===== src/verilog/lic_pkg.sv =====
// Package of constants and types for the logic input conditioning block
package lic_pkg;
   // ==========================================================
   // Sizes
   localparam int LIC_N_LOGIC = 20;
   localparam int LIC_N_CONTACT = 14;
   localparam int LIC_N_VIRT_ONLY = LIC_N_LOGIC - LIC_N_CONTACT;
   localparam int LIC_WORD_W = 16;
   localparam int LIC_SEL_W = 5;
   // ==========================================================
   // Virtual input word address range
   localparam logic [15:0] LIC_VIRT_ADDR_FIRST = 16'h0090;
   localparam logic [15:0] LIC_VIRT_ADDR_LAST = 16'h00a4;
   localparam logic [LIC_WORD_W-1:0] LIC_WORD_OFF = 16'h0000;
   localparam logic [LIC_WORD_W-1:0] LIC_WORD_RESET = 16'h0000;
   // ==========================================================
   // Timing
   localparam longint LIC_CLK_HZ = 20000000;
   localparam longint LIC_FREQ_50_HZ = 50;
   localparam longint LIC_FREQ_60_HZ = 60;
   // One power-frequency cycle, rounded up
   localparam int LIC_DEB_50_CYC =
      int'((LIC_CLK_HZ + LIC_FREQ_50_HZ - 1) / LIC_FREQ_50_HZ);
   localparam int LIC_DEB_60_CYC =
      int'((LIC_CLK_HZ + LIC_FREQ_60_HZ - 1) / LIC_FREQ_60_HZ);
   localparam int LIC_DEB_W = 20;
   localparam int LIC_DWELL_MIN_MS = 50;
   localparam int LIC_DWELL_MAX_MS = 200;
   // ==========================================================
   // Combination selection codes
   typedef enum logic [LIC_SEL_W-1:0] {
      LIC_SEL_DISABLED,
      LIC_SEL_C_CLOSED,
      LIC_SEL_C_OPEN,
      LIC_SEL_V_ON,
      LIC_SEL_V_OFF,
      LIC_SEL_CLOSED_AND_VON,
      LIC_SEL_CLOSED_AND_VOFF,
      LIC_SEL_OPEN_AND_VON,
      LIC_SEL_OPEN_AND_VOFF,
      LIC_SEL_CLOSED_OR_VON,
      LIC_SEL_CLOSED_OR_VOFF,
      LIC_SEL_OPEN_OR_VON,
      LIC_SEL_OPEN_OR_VOFF,
      LIC_SEL_CLOSED_XOR_VON,
      LIC_SEL_CLOSED_XOR_VOFF,
      LIC_SEL_OPEN_XOR_VON,
      LIC_SEL_OPEN_XOR_VOFF
   } lic_sel_t;
endpackage : lic_pkg


===== src/verilog/lic_debounce.sv =====
// Debounce stage for one contact input
`timescale 1ns/1ps
`default_nettype none
module lic_debounce
   import lic_pkg::*;
(
   input wire logic clk, // System clock
   input wire logic rst_b, // Async reset, active low
   input wire logic raw, // Raw contact level, 1 = closed
   input wire logic [LIC_DEB_W-1:0] period_cyc, // Cycles in one power cycle
   output logic state // Accepted level, 1 = closed
);
   logic last_r, last_nxt;
   logic state_r, state_nxt;
   logic [LIC_DEB_W-1:0] cnt_r, cnt_nxt;

   // ==========================================================
   // Stability counter
   always_comb begin
      last_nxt = raw;
      state_nxt = state_r;
      cnt_nxt = cnt_r;
      if (raw != last_r) begin
         cnt_nxt = '0;
      end else if (raw != state_r) begin
         if (cnt_r >= period_cyc - 20'h00001) begin
            state_nxt = raw;
            cnt_nxt = '0;
         end else begin
            cnt_nxt = cnt_r + 20'h00001;
         end
      end else begin
         cnt_nxt = '0;
      end
   end

   always_ff @(posedge clk or negedge rst_b) begin
      if (!rst_b) begin
         last_r <= 1'b0;
         state_r <= 1'b0;
         cnt_r <= '0;
      end else begin
         last_r <= last_nxt;
         state_r <= state_nxt;
         cnt_r <= cnt_nxt;
      end
   end

   assign state = state_r;
endmodule : lic_debounce
`default_nettype wire


===== src/verilog/lic_top.sv =====
// Logic input conditioning: contact debounce, virtual words, combination
`timescale 1ns/1ps
`default_nettype none
module lic_top
   import lic_pkg::*;
#(
   parameter int DEB_50_CYC = LIC_DEB_50_CYC, // Debounce cycles at 50 Hz
   parameter int DEB_60_CYC = LIC_DEB_60_CYC // Debounce cycles at 60 Hz
)
(
   input wire logic clk, // System clock, 20 MHz
   input wire logic rst_b, // Async reset, active low
   input wire logic freq_60, // Power frequency select, 1 = 60 Hz
   input wire logic [LIC_N_CONTACT-1:0] contact_raw, // Contact levels, 1 = closed
   input wire logic ser_wr, // Serial port word write strobe
   input wire logic [15:0] ser_addr, // Serial port word address
   input wire logic [LIC_WORD_W-1:0] ser_wdata, // Serial port write data
   input wire logic pnl_wr, // Front panel write strobe
   input wire logic [15:0] pnl_addr, // Front panel word address
   input wire logic [LIC_WORD_W-1:0] pnl_wdata, // Front panel write data
   input wire logic rd_en, // Word read strobe
   input wire logic [15:0] rd_addr, // Word read address
   output logic [LIC_WORD_W-1:0] rd_data, // Word read data, registered
   output logic rd_hit, // Read address was in range, registered
   input wire logic [LIC_N_LOGIC*LIC_SEL_W-1:0] sel_cfg, // Per-input selections
   output logic [LIC_N_CONTACT-1:0] contact_state, // Debounced, 1 = closed
   output logic [LIC_N_LOGIC-1:0] virt_state, // Virtual on, registered
   output logic [LIC_N_LOGIC-1:0] logic_state // Asserted logic inputs
);
   import lic_pkg::*;

   logic [LIC_WORD_W-1:0] vword_r [LIC_N_LOGIC];
   logic [LIC_WORD_W-1:0] vword_nxt [LIC_N_LOGIC];
   logic [LIC_N_LOGIC-1:0] logic_r, logic_nxt;
   logic [LIC_N_LOGIC-1:0] von_r, von_nxt;
   logic [LIC_WORD_W-1:0] rd_data_r, rd_data_nxt;
   logic rd_hit_r, rd_hit_nxt;
   logic [LIC_DEB_W-1:0] period_cyc;
   logic ser_hit;
   logic pnl_hit;
   logic rd_in_map;
   logic [4:0] ser_idx;
   logic [4:0] pnl_idx;
   logic [4:0] rd_idx;

   // ==========================================================
   // Contact debounce
   assign period_cyc = freq_60 ? LIC_DEB_W'(DEB_60_CYC) : LIC_DEB_W'(DEB_50_CYC);

   genvar gi;
   generate
      for (gi = 0; gi < LIC_N_CONTACT; gi++) begin : g_deb
         lic_debounce u_deb (
            .clk(clk),
            .rst_b(rst_b),
            .raw(contact_raw[gi]),
            .period_cyc(period_cyc),
            .state(contact_state[gi])
         );
      end
   endgenerate

   // ==========================================================
   // Address decode helpers
   function automatic logic in_range(input logic [15:0] a);
      in_range = (a >= LIC_VIRT_ADDR_FIRST) && (a <= LIC_VIRT_ADDR_LAST)
                 && ((a - LIC_VIRT_ADDR_FIRST) < 16'(LIC_N_LOGIC));
   endfunction : in_range

   function automatic logic [4:0] idx_of(input logic [15:0] a);
      logic [15:0] d;
      d = a - LIC_VIRT_ADDR_FIRST;
      idx_of = d[4:0];
   endfunction : idx_of

   // ==========================================================
   // Address decode
   assign ser_hit = ser_wr && in_range(ser_addr);
   assign pnl_hit = pnl_wr && in_range(pnl_addr);
   assign rd_in_map = in_range(rd_addr);
   assign ser_idx = idx_of(ser_addr);
   assign pnl_idx = idx_of(pnl_addr);
   assign rd_idx = idx_of(rd_addr);

   // ==========================================================
   // Virtual input words
   always_comb begin
      for (int i = 0; i < LIC_N_LOGIC; i++) begin
         vword_nxt[i] = vword_r[i];
      end
      // Panel first so a simultaneous serial write to the same word wins
      if (pnl_hit) begin
         vword_nxt[pnl_idx] = pnl_wdata;
      end
      if (ser_hit) begin
         vword_nxt[ser_idx] = ser_wdata;
      end
      for (int i = 0; i < LIC_N_LOGIC; i++) begin
         von_nxt[i] = (vword_nxt[i] != LIC_WORD_OFF);
      end
   end

   always_ff @(posedge clk or negedge rst_b) begin
      if (!rst_b) begin
         for (int i = 0; i < LIC_N_LOGIC; i++) begin
            vword_r[i] <= LIC_WORD_RESET;
         end
         von_r <= '0;
      end else begin
         for (int i = 0; i < LIC_N_LOGIC; i++) begin
            vword_r[i] <= vword_nxt[i];
         end
         von_r <= von_nxt;
      end
   end

   // ==========================================================
   // Read back
   always_comb begin
      rd_data_nxt = rd_data_r;
      rd_hit_nxt = 1'b0;
      if (rd_en) begin
         if (rd_in_map) begin
            rd_data_nxt = vword_r[rd_idx];
            rd_hit_nxt = 1'b1;
         end else begin
            rd_data_nxt = '0;
         end
      end
   end

   always_ff @(posedge clk or negedge rst_b) begin
      if (!rst_b) begin
         rd_data_r <= '0;
         rd_hit_r <= 1'b0;
      end else begin
         rd_data_r <= rd_data_nxt;
         rd_hit_r <= rd_hit_nxt;
      end
   end

   // ==========================================================
   // Combination logic
   function automatic logic combine(input logic [LIC_SEL_W-1:0] s, input logic c,
                                    input logic v);
      lic_sel_t sel;
      sel = lic_sel_t'(s);
      case (sel)
         LIC_SEL_DISABLED: combine = 1'b0;
         LIC_SEL_C_CLOSED: combine = c;
         LIC_SEL_C_OPEN: combine = !c;
         LIC_SEL_V_ON: combine = v;
         LIC_SEL_V_OFF: combine = !v;
         LIC_SEL_CLOSED_AND_VON: combine = c & v;
         LIC_SEL_CLOSED_AND_VOFF: combine = c & !v;
         LIC_SEL_OPEN_AND_VON: combine = !c & v;
         LIC_SEL_OPEN_AND_VOFF: combine = !c & !v;
         LIC_SEL_CLOSED_OR_VON: combine = c | v;
         LIC_SEL_CLOSED_OR_VOFF: combine = c | !v;
         LIC_SEL_OPEN_OR_VON: combine = !c | v;
         LIC_SEL_OPEN_OR_VOFF: combine = !c | !v;
         LIC_SEL_CLOSED_XOR_VON: combine = c ^ v;
         LIC_SEL_CLOSED_XOR_VOFF: combine = c ^ !v;
         LIC_SEL_OPEN_XOR_VON: combine = !c ^ v;
         LIC_SEL_OPEN_XOR_VOFF: combine = !c ^ !v;
         default: combine = 1'b0;
      endcase
   endfunction : combine

   // Inputs without a contact accept only never, virtual on and virtual off
   function automatic logic combine_v(input logic [LIC_SEL_W-1:0] s, input logic v);
      lic_sel_t sel;
      sel = lic_sel_t'(s);
      case (sel)
         LIC_SEL_V_ON: combine_v = v;
         LIC_SEL_V_OFF: combine_v = !v;
         default: combine_v = 1'b0;
      endcase
   endfunction : combine_v

   always_comb begin
      for (int i = 0; i < LIC_N_CONTACT; i++) begin
         logic_nxt[i] = combine(sel_cfg[i*LIC_SEL_W +: LIC_SEL_W], contact_state[i],
                                von_r[i]);
      end
      for (int i = LIC_N_CONTACT; i < LIC_N_LOGIC; i++) begin
         logic_nxt[i] = combine_v(sel_cfg[i*LIC_SEL_W +: LIC_SEL_W], von_r[i]);
      end
   end

   always_ff @(posedge clk or negedge rst_b) begin
      if (!rst_b) begin
         logic_r <= '0;
      end else begin
         logic_r <= logic_nxt;
      end
   end

   // ==========================================================
   // Outputs
   // Level outputs: functions stay invoked while asserted, any fan-out
   assign logic_state = logic_r;
   // No pulse stretching: a momentary dwell is the spacing of its two writes
   assign virt_state = von_r;
   assign rd_data = rd_data_r;
   assign rd_hit = rd_hit_r;
endmodule : lic_top
`default_nettype wire


===== config.mk =====
export PLATFORM = sky130hd
export DESIGN_NAME = lic_top
export DESIGN_NICKNAME = d
export VERILOG_FILES = /design/src/verilog/lic_pkg.sv /design/src/verilog/lic_debounce.sv /design/src/verilog/lic_top.sv
export SDC_FILE = /design/constraint.sdc
export NUM_CORES = 2
export LEC_CHECK = 0
export BUFFER_PORTS_ARGS = -buffer_cell sky130_fd_sc_hd__buf_2
export CAP_MARGIN = 25
export CORE_ASPECT_RATIO = 1.2
export CORE_MARGIN = 1.5
export CORE_UTILIZATION = 45
export DETAILED_ROUTE_END_ITERATION = 8
export GPL_ROUTABILITY_DRIVEN = 0
export PLACE_DENSITY = 0.7
export SLEW_MARGIN = 20
export SYNTH_ARGS = -nofsm -noshare
export SYNTH_HDL_FRONTEND = slang
export SYNTH_SLANG_ARGS = --single-unit

===== constraint.sdc =====
create_clock -name clk -period 3 [get_ports clk]
set_clock_uncertainty 0.05 [all_clocks]
set_input_delay 0.6 -clock clk [delete_from_list [all_inputs] [get_ports clk]]
set_output_delay 0.6 -clock clk [all_outputs]
set_load 0.02 [all_outputs]

== After elaboration in Yosys (flattened, before gate mapping) ==
Cells that the tools add are included.

* Add/sub/neg operators: 18
* Order comparisons: 28
* Equality and inequality tests: 264
* Multiplexer cells: 77
* Bitwise operators: 185
* Reduce and logical (&&, ||, !) cells: 78

{| class="wikitable"
|+ Operators with widths
! kind !! count
|-
| 20-bit 2-to-1 mux || 42
|-
| 320-bit bitwise mux || 2
|-
| 320-bit 2-to-1 mux || 2
|-
| 5-bit by 4-bit == test with 1-bit output (second input constant) || 112
|-
| 16-bit nonzero test || 20
|-
| 5-bit by 3-bit == test with 1-bit output (second input constant) || 62
|-
| 20-bit by 1-bit adder with 20-bit output (second input constant) || 14
|-
| 20-bit greater-or-equal comparator || 14
|-
| 1-bit one-hot mux with 16 select lines || 14
|-
| 5-bit by 2-bit == test with 1-bit output (second input constant) || 34
|-
| 16-bit demux with 5-bit select || 2
|-
| 16-bit binary-select mux with 5-bit select || 1
|-
| 16-bit 2-to-1 mux || 5
|-
| 5-bit by 1-bit == test with 1-bit output (second input constant) || 14
|-
| 5-bit == test (second input constant) || 14
|-
| 1-bit AND || 56
|-
| 1-bit bitwise OR || 56
|-
| 1-bit XOR || 56
|-
| 16-bit by 8-bit greater-or-equal comparator with 1-bit output (second input constant) || 3
|-
| 16-bit by 8-bit less-or-equal comparator with 1-bit output (second input constant) || 3
|-
| 16-bit by 5-bit less-than comparator with 1-bit output (second input constant) || 3
|-
| 16-bit by 8-bit subtractor with 16-bit output (second input constant) || 3
|-
| 3-bit AND reduction || 14
|-
| 1-bit logical NOT || 34
|-
| other kinds (10) || 70
|}

* Register bits after elaboration: 685
* Bits of input ports: 200
* Output and inout port bits: 71
* Logic and storage cells: 716

== Depth between registers and ports, before layout ==
* Depth in word-level cells: 11
* Mapped depth: 13
* Gate-level depth less buffers: 9

== By module ==
Synthesis repeated with hierarchy kept, for this count alone.

* Cell total of the unflattened synthesis: 5,530
* Area total of the unflattened synthesis: 50,721.1 um^2

{| class="wikitable"
|+ Modules (own cells, without submodules)
! module !! times used !! cells an instance !! area each (um^2) !! seq. area each (um^2)
|-
| lic_top || 1 || 2,699 || 25,181.7 || 9,434.0
|-
| lic_debounce at g_deb[10].u_deb ... || 10 || 204 || 1,841.8 || 550.5
|-
| lic_debounce at g_deb[2].u_deb || 1 || 199 || 1,801.7 || 550.5
|-
| lic_debounce at g_deb[0].u_deb || 1 || 194 || 1,783.0 || 550.5
|-
| lic_debounce at g_deb[6].u_deb || 1 || 203 || 1,781.7 || 550.5
|-
| lic_debounce at g_deb[7].u_deb || 1 || 195 || 1,755.4 || 550.5
|}

== Worst setup path after synthesis ==
No wires, ideal clock.

* Kind: in2reg
* Start point: input pnl_addr[4]
* End point: register von_r[19] (netlist: virt_state[19])
* Library setup time: 140 ps
* Arrival time: 3,700 ps
* Data required time: 2,810 ps
* Path slack: -890 ps
* Stages: 12
* Buffers on the path: 3
* Cells stage by stage: clkbuf_1 inv_1 ha_1 or4b_4 o221a_1 buf_6 nor4_2 buf_4 mux2_2 mux2_2 nor4_1 nand4_1

{| class="wikitable"
|+ RTL lines
! element !! RTL line !! text
|-
| start: declaration || lic_top.sv:19 || <nowiki>input wire logic [15:0] pnl_addr,</nowiki>
|-
| end signal: assignment || lic_top.sv:113 || <nowiki>von_r <= von_nxt;</nowiki>
|-
| end: declaration || lic_top.sv:35 || <nowiki>logic [LIC_N_LOGIC-1:0] von_r, von_nxt;</nowiki>
|}

==> results.cfg <==
[synth]
ys_ff_latch = 685
synth_edf_count = 0
synth_area_per_cell_sq_um = 9.67
syn_inst = 4153
synth-warning-count = 0
synth_nets = 4489
synth_seq_area_share_pct = 42.7
ys_async_sr_fraction_pct = 100
syn_area_sq_um = 40100
synth_top_cell_by_area = dfrtp_1
synth_cell_type_count = 70
synthTopCellsByArea = dfrtp_1 (43%), a2bb2oi_1 (6.3%), mux4_2 (5.4%), a31oi_1 (5.2%), o21ai_0 (4.6%)
synth_top_area_share_pct = 42.7
synth_ff_type = dfrtp_1

[critical_path]
crit_chain = buf_4 > inv_8 > ha_4 > or4b_4 > o221a_4 > buf_4 > nor4_4 > buf_6 > buf_12 > mux2_2 > mux2_4 > nor4_4 > buf_4 > nand4_1
crit_top_cell = buf_4
rrSetupSlack_ns = 0.66
critPathMaxStageDelay_ns = 0.46
end_kind = flip-flop
r2r-end = g_deb[0].u_deb.cnt_r[4]
r2r_cells = 8
r2r_start = g_deb[0].u_deb.cnt_r[17]
crit_required_ns = 3.48
cp_num_buf_inv = 6
cpLargestDelayFamily = simple AND/OR/NAND/NOR gates
worstSetupPathType = primary input to flip-flop
crit_arrival_ns = 3.40
critPathMaxFanout = 7
start_kind = primary input
cp_slowest_cell = or4b_4

[layout]
multiInputGateArea_sq_um = 21600
nNetsFinal = 4862
fillers = 7675
syn2layout_area_growth_pct = 20.0
fin_area_sq_um = 48200
layout_common_cells = dfrtp_1 (685), nor2_1 (387), a31oi_1 (334), o21ai_0 (332), buf_4 (317)
mostFrequentLayoutCell = dfrtp_1
final_util_pct = 54.7
fin_cells = 5734
drive_above_1_share_pct = 21.7
regArea_sq_um = 17100

[global_route]
grt_pass1_wl_um = 203000
grt_max_degree = 99
antenna_found_initial = 15
grt_pass1_vias = 36300
grt_usage_pct = 28.6
grt.overflow.total = 0

[drt]
viasPerCell = 6.45
via_count = 37000
wl_per_cell_um = 23.1
wl_um = 132000
drc_errors = 0
drt_iter0_drc = 4400
ant_nets = 0
drt-pass1-iter-count = 6

[floorplan]
dieHeight_um = 330
rows = 119
die_w_um = 276
ioPinCount = 271
coreArea_sq_um = 88100
start_util_pct = 45.5
die-area_sq_um = 91000

[placed_design]
dpl_worst_slack_ns = -0.672
dpl_cell_area_sq_um = 45400
dpl.cell_count = 5590
dp_hpwl_um = 89600
port_buffers = 270

[clock_tree]
clock_path_buffers = 3
cts_tree = done
clkTransAtPathRegs_ns = 0.06
cts_made_buffers = 75
cts-htree-levels = 3
insertion_delay_ns = 0.66
cts_sinks = 685
clockRootBuffer = clkbuf_16

[pwr]
power_frac_comb_pct = 8.5
p_int_mw = 15.8
swShare_pct = 24.8
p_seq_share_pct = 44.5
peakVddDrop_v = 0.000344
power.density_nw_per_um2 = 435
clockPowerShare_pct = 47.0
p_total_mw = 21.0
power.leakage_nw = 21.5
switchingPower_mw = 5.19

[worst_hold_path]
min_from = sel_cfg[93]
hold_path_class = primary input to flip-flop
hold_depth = 2
min_to = logic_state[18]

[sta]
setup_slack_ns = 0.0814
tns_ns = 0
drv_slew = 0
setup_viol = 0
tightestPinTransition_ns = 0.875
max_freq_mhz = 343
hold_viol_final = 0
fin_hold_ws_ns = 0.0300
fin_crit_ns = 2.92
maxSlewHeadroom_pct = 41.7
rsz0062_at_grt = false
timing.final.crit_share_pct = 97.3

[flow_run]
maxCapViolCount = 0

[run_status]
status = finished, final reports clean
==> how the worst max path moves through the flow <==
stage	start	endpoint	slack, ns	depth (start not counted)
floorplan	pnl_addr[4]	virt_state[19]	-0.39	12
global placement	pnl_addr[4]	virt_state[4]	-0.62	12
detailed placement	pnl_addr[4]	virt_state[8]	-0.67	11
CTS	pnl_addr[4]	virt_state[8]	0.01	11
global route	pnl_addr[4]	virt_state[17]	0.005	14
finish	pnl_addr[4]	virt_state[17]	0.08	14
==> layer usage <==
metal / track usage (%) / part of all wire (%) / vias to the layer above
met5: 0 / 0.086 / -
met4: 19.4 / 7.2 / 18
met3: 7.39 / 9.8 / 590
met2: 45.1 / 46 / 2033
met1: 34.3 / 37 / 18000
li1: - / - / 16300
==> layout make-up <==
cell class / count / share of cell area (%)
Antenna cell: 5 / 0.0260
Clock buffer: 102 / 4.55
Clock inverter: 29 / 0.808
Inverter: 73 / 0.584
Multi-Input combinational cell: 3038 / 44.8
Sequential cell: 685 / 35.6
Tap cell: 1149 / 2.98
Timing Repair Buffer: 653 / 10.6
==> cells in the mapped netlist, drive strengths merged (5+ instances only) <==
| cell | count |
|---|---|
| mux2 | 66 |
| nor2 | 390 |
| o311a | 13 |
| and3 | 72 |
| o211ai | 18 |
| nand3 | 159 |
| nor4b | 7 |
| a21oi | 61 |
| or4b | 7 |
| nand2b | 12 |
| a221oi | 6 |
| buf | 52 |
| nor3 | 63 |
| nand2 | 230 |
| o31ai | 6 |
| or2 | 7 |
| nand3b | 5 |
| o221ai | 18 |
| a22oi | 20 |
| inv | 73 |
| nor3b | 19 |
| a2bb2oi | 288 |
| xor2 | 155 |
| clkbuf | 305 |
| and2 | 15 |
| a21boi | 6 |
| xnor2 | 99 |
| a211oi | 28 |
| a41oi | 5 |
| dfrtp | 685 |
| o21bai | 18 |
| a31oi | 334 |
| o21ai | 383 |
| nand4b | 10 |
| o22ai | 23 |
| nor4 | 112 |
| ha | 136 |
| o311ai | 5 |
| o21a | 16 |
| and4 | 16 |
| mux4 | 96 |
| and3b | 9 |
| nand4 | 50 |
| nor2b | 19 |
==> repair_timing <==
action,in CTS,in global routing
hold buffers,1,0
hold endpoints to repair,38,0
endpoints found under the setup margin,0,6
resized for setup,0,17
setup buffers,0,4
==> logic make-up after synthesis <==
logic type,Yosys count,share of synthesized area [%]
AND/OR/NAND/NOR,1211,14.8
flip-flops,685,42.7
XOR/XNOR,254,5.54
multiplexers,165,7.31
adder cells (fa/ha/maj),137,4.26
AO/OA/AOI/OAI,1271,21.1
buffers and inverters,430,4.31
==> sequential cells by signal, indices dropped and copies added, names as in the netlist <==
signal and cells:
virt_state 20, rd_data 16, rd_hit 1, logic_state 20, g_deb.u_deb.state 14, vword_r 320, g_deb.u_deb.last_r 14, g_deb.u_deb.cnt_r 280
==> power by group through the flow <==
stage / registers, mW / clock network, mW / logic [mW]
detailed placement: 9.50 / 0 / 1.74
CTS: 9.33 / 9.98 / 1.75
floorplan: 9.52 / 0 / 0.823
finish: 9.33 / 9.86 / 1.78
global route: 9.33 / 10.4 / 1.90
global placement: 9.50 / 0 / 1.71
No activity file was read; power rests on OpenSTA's default activity.
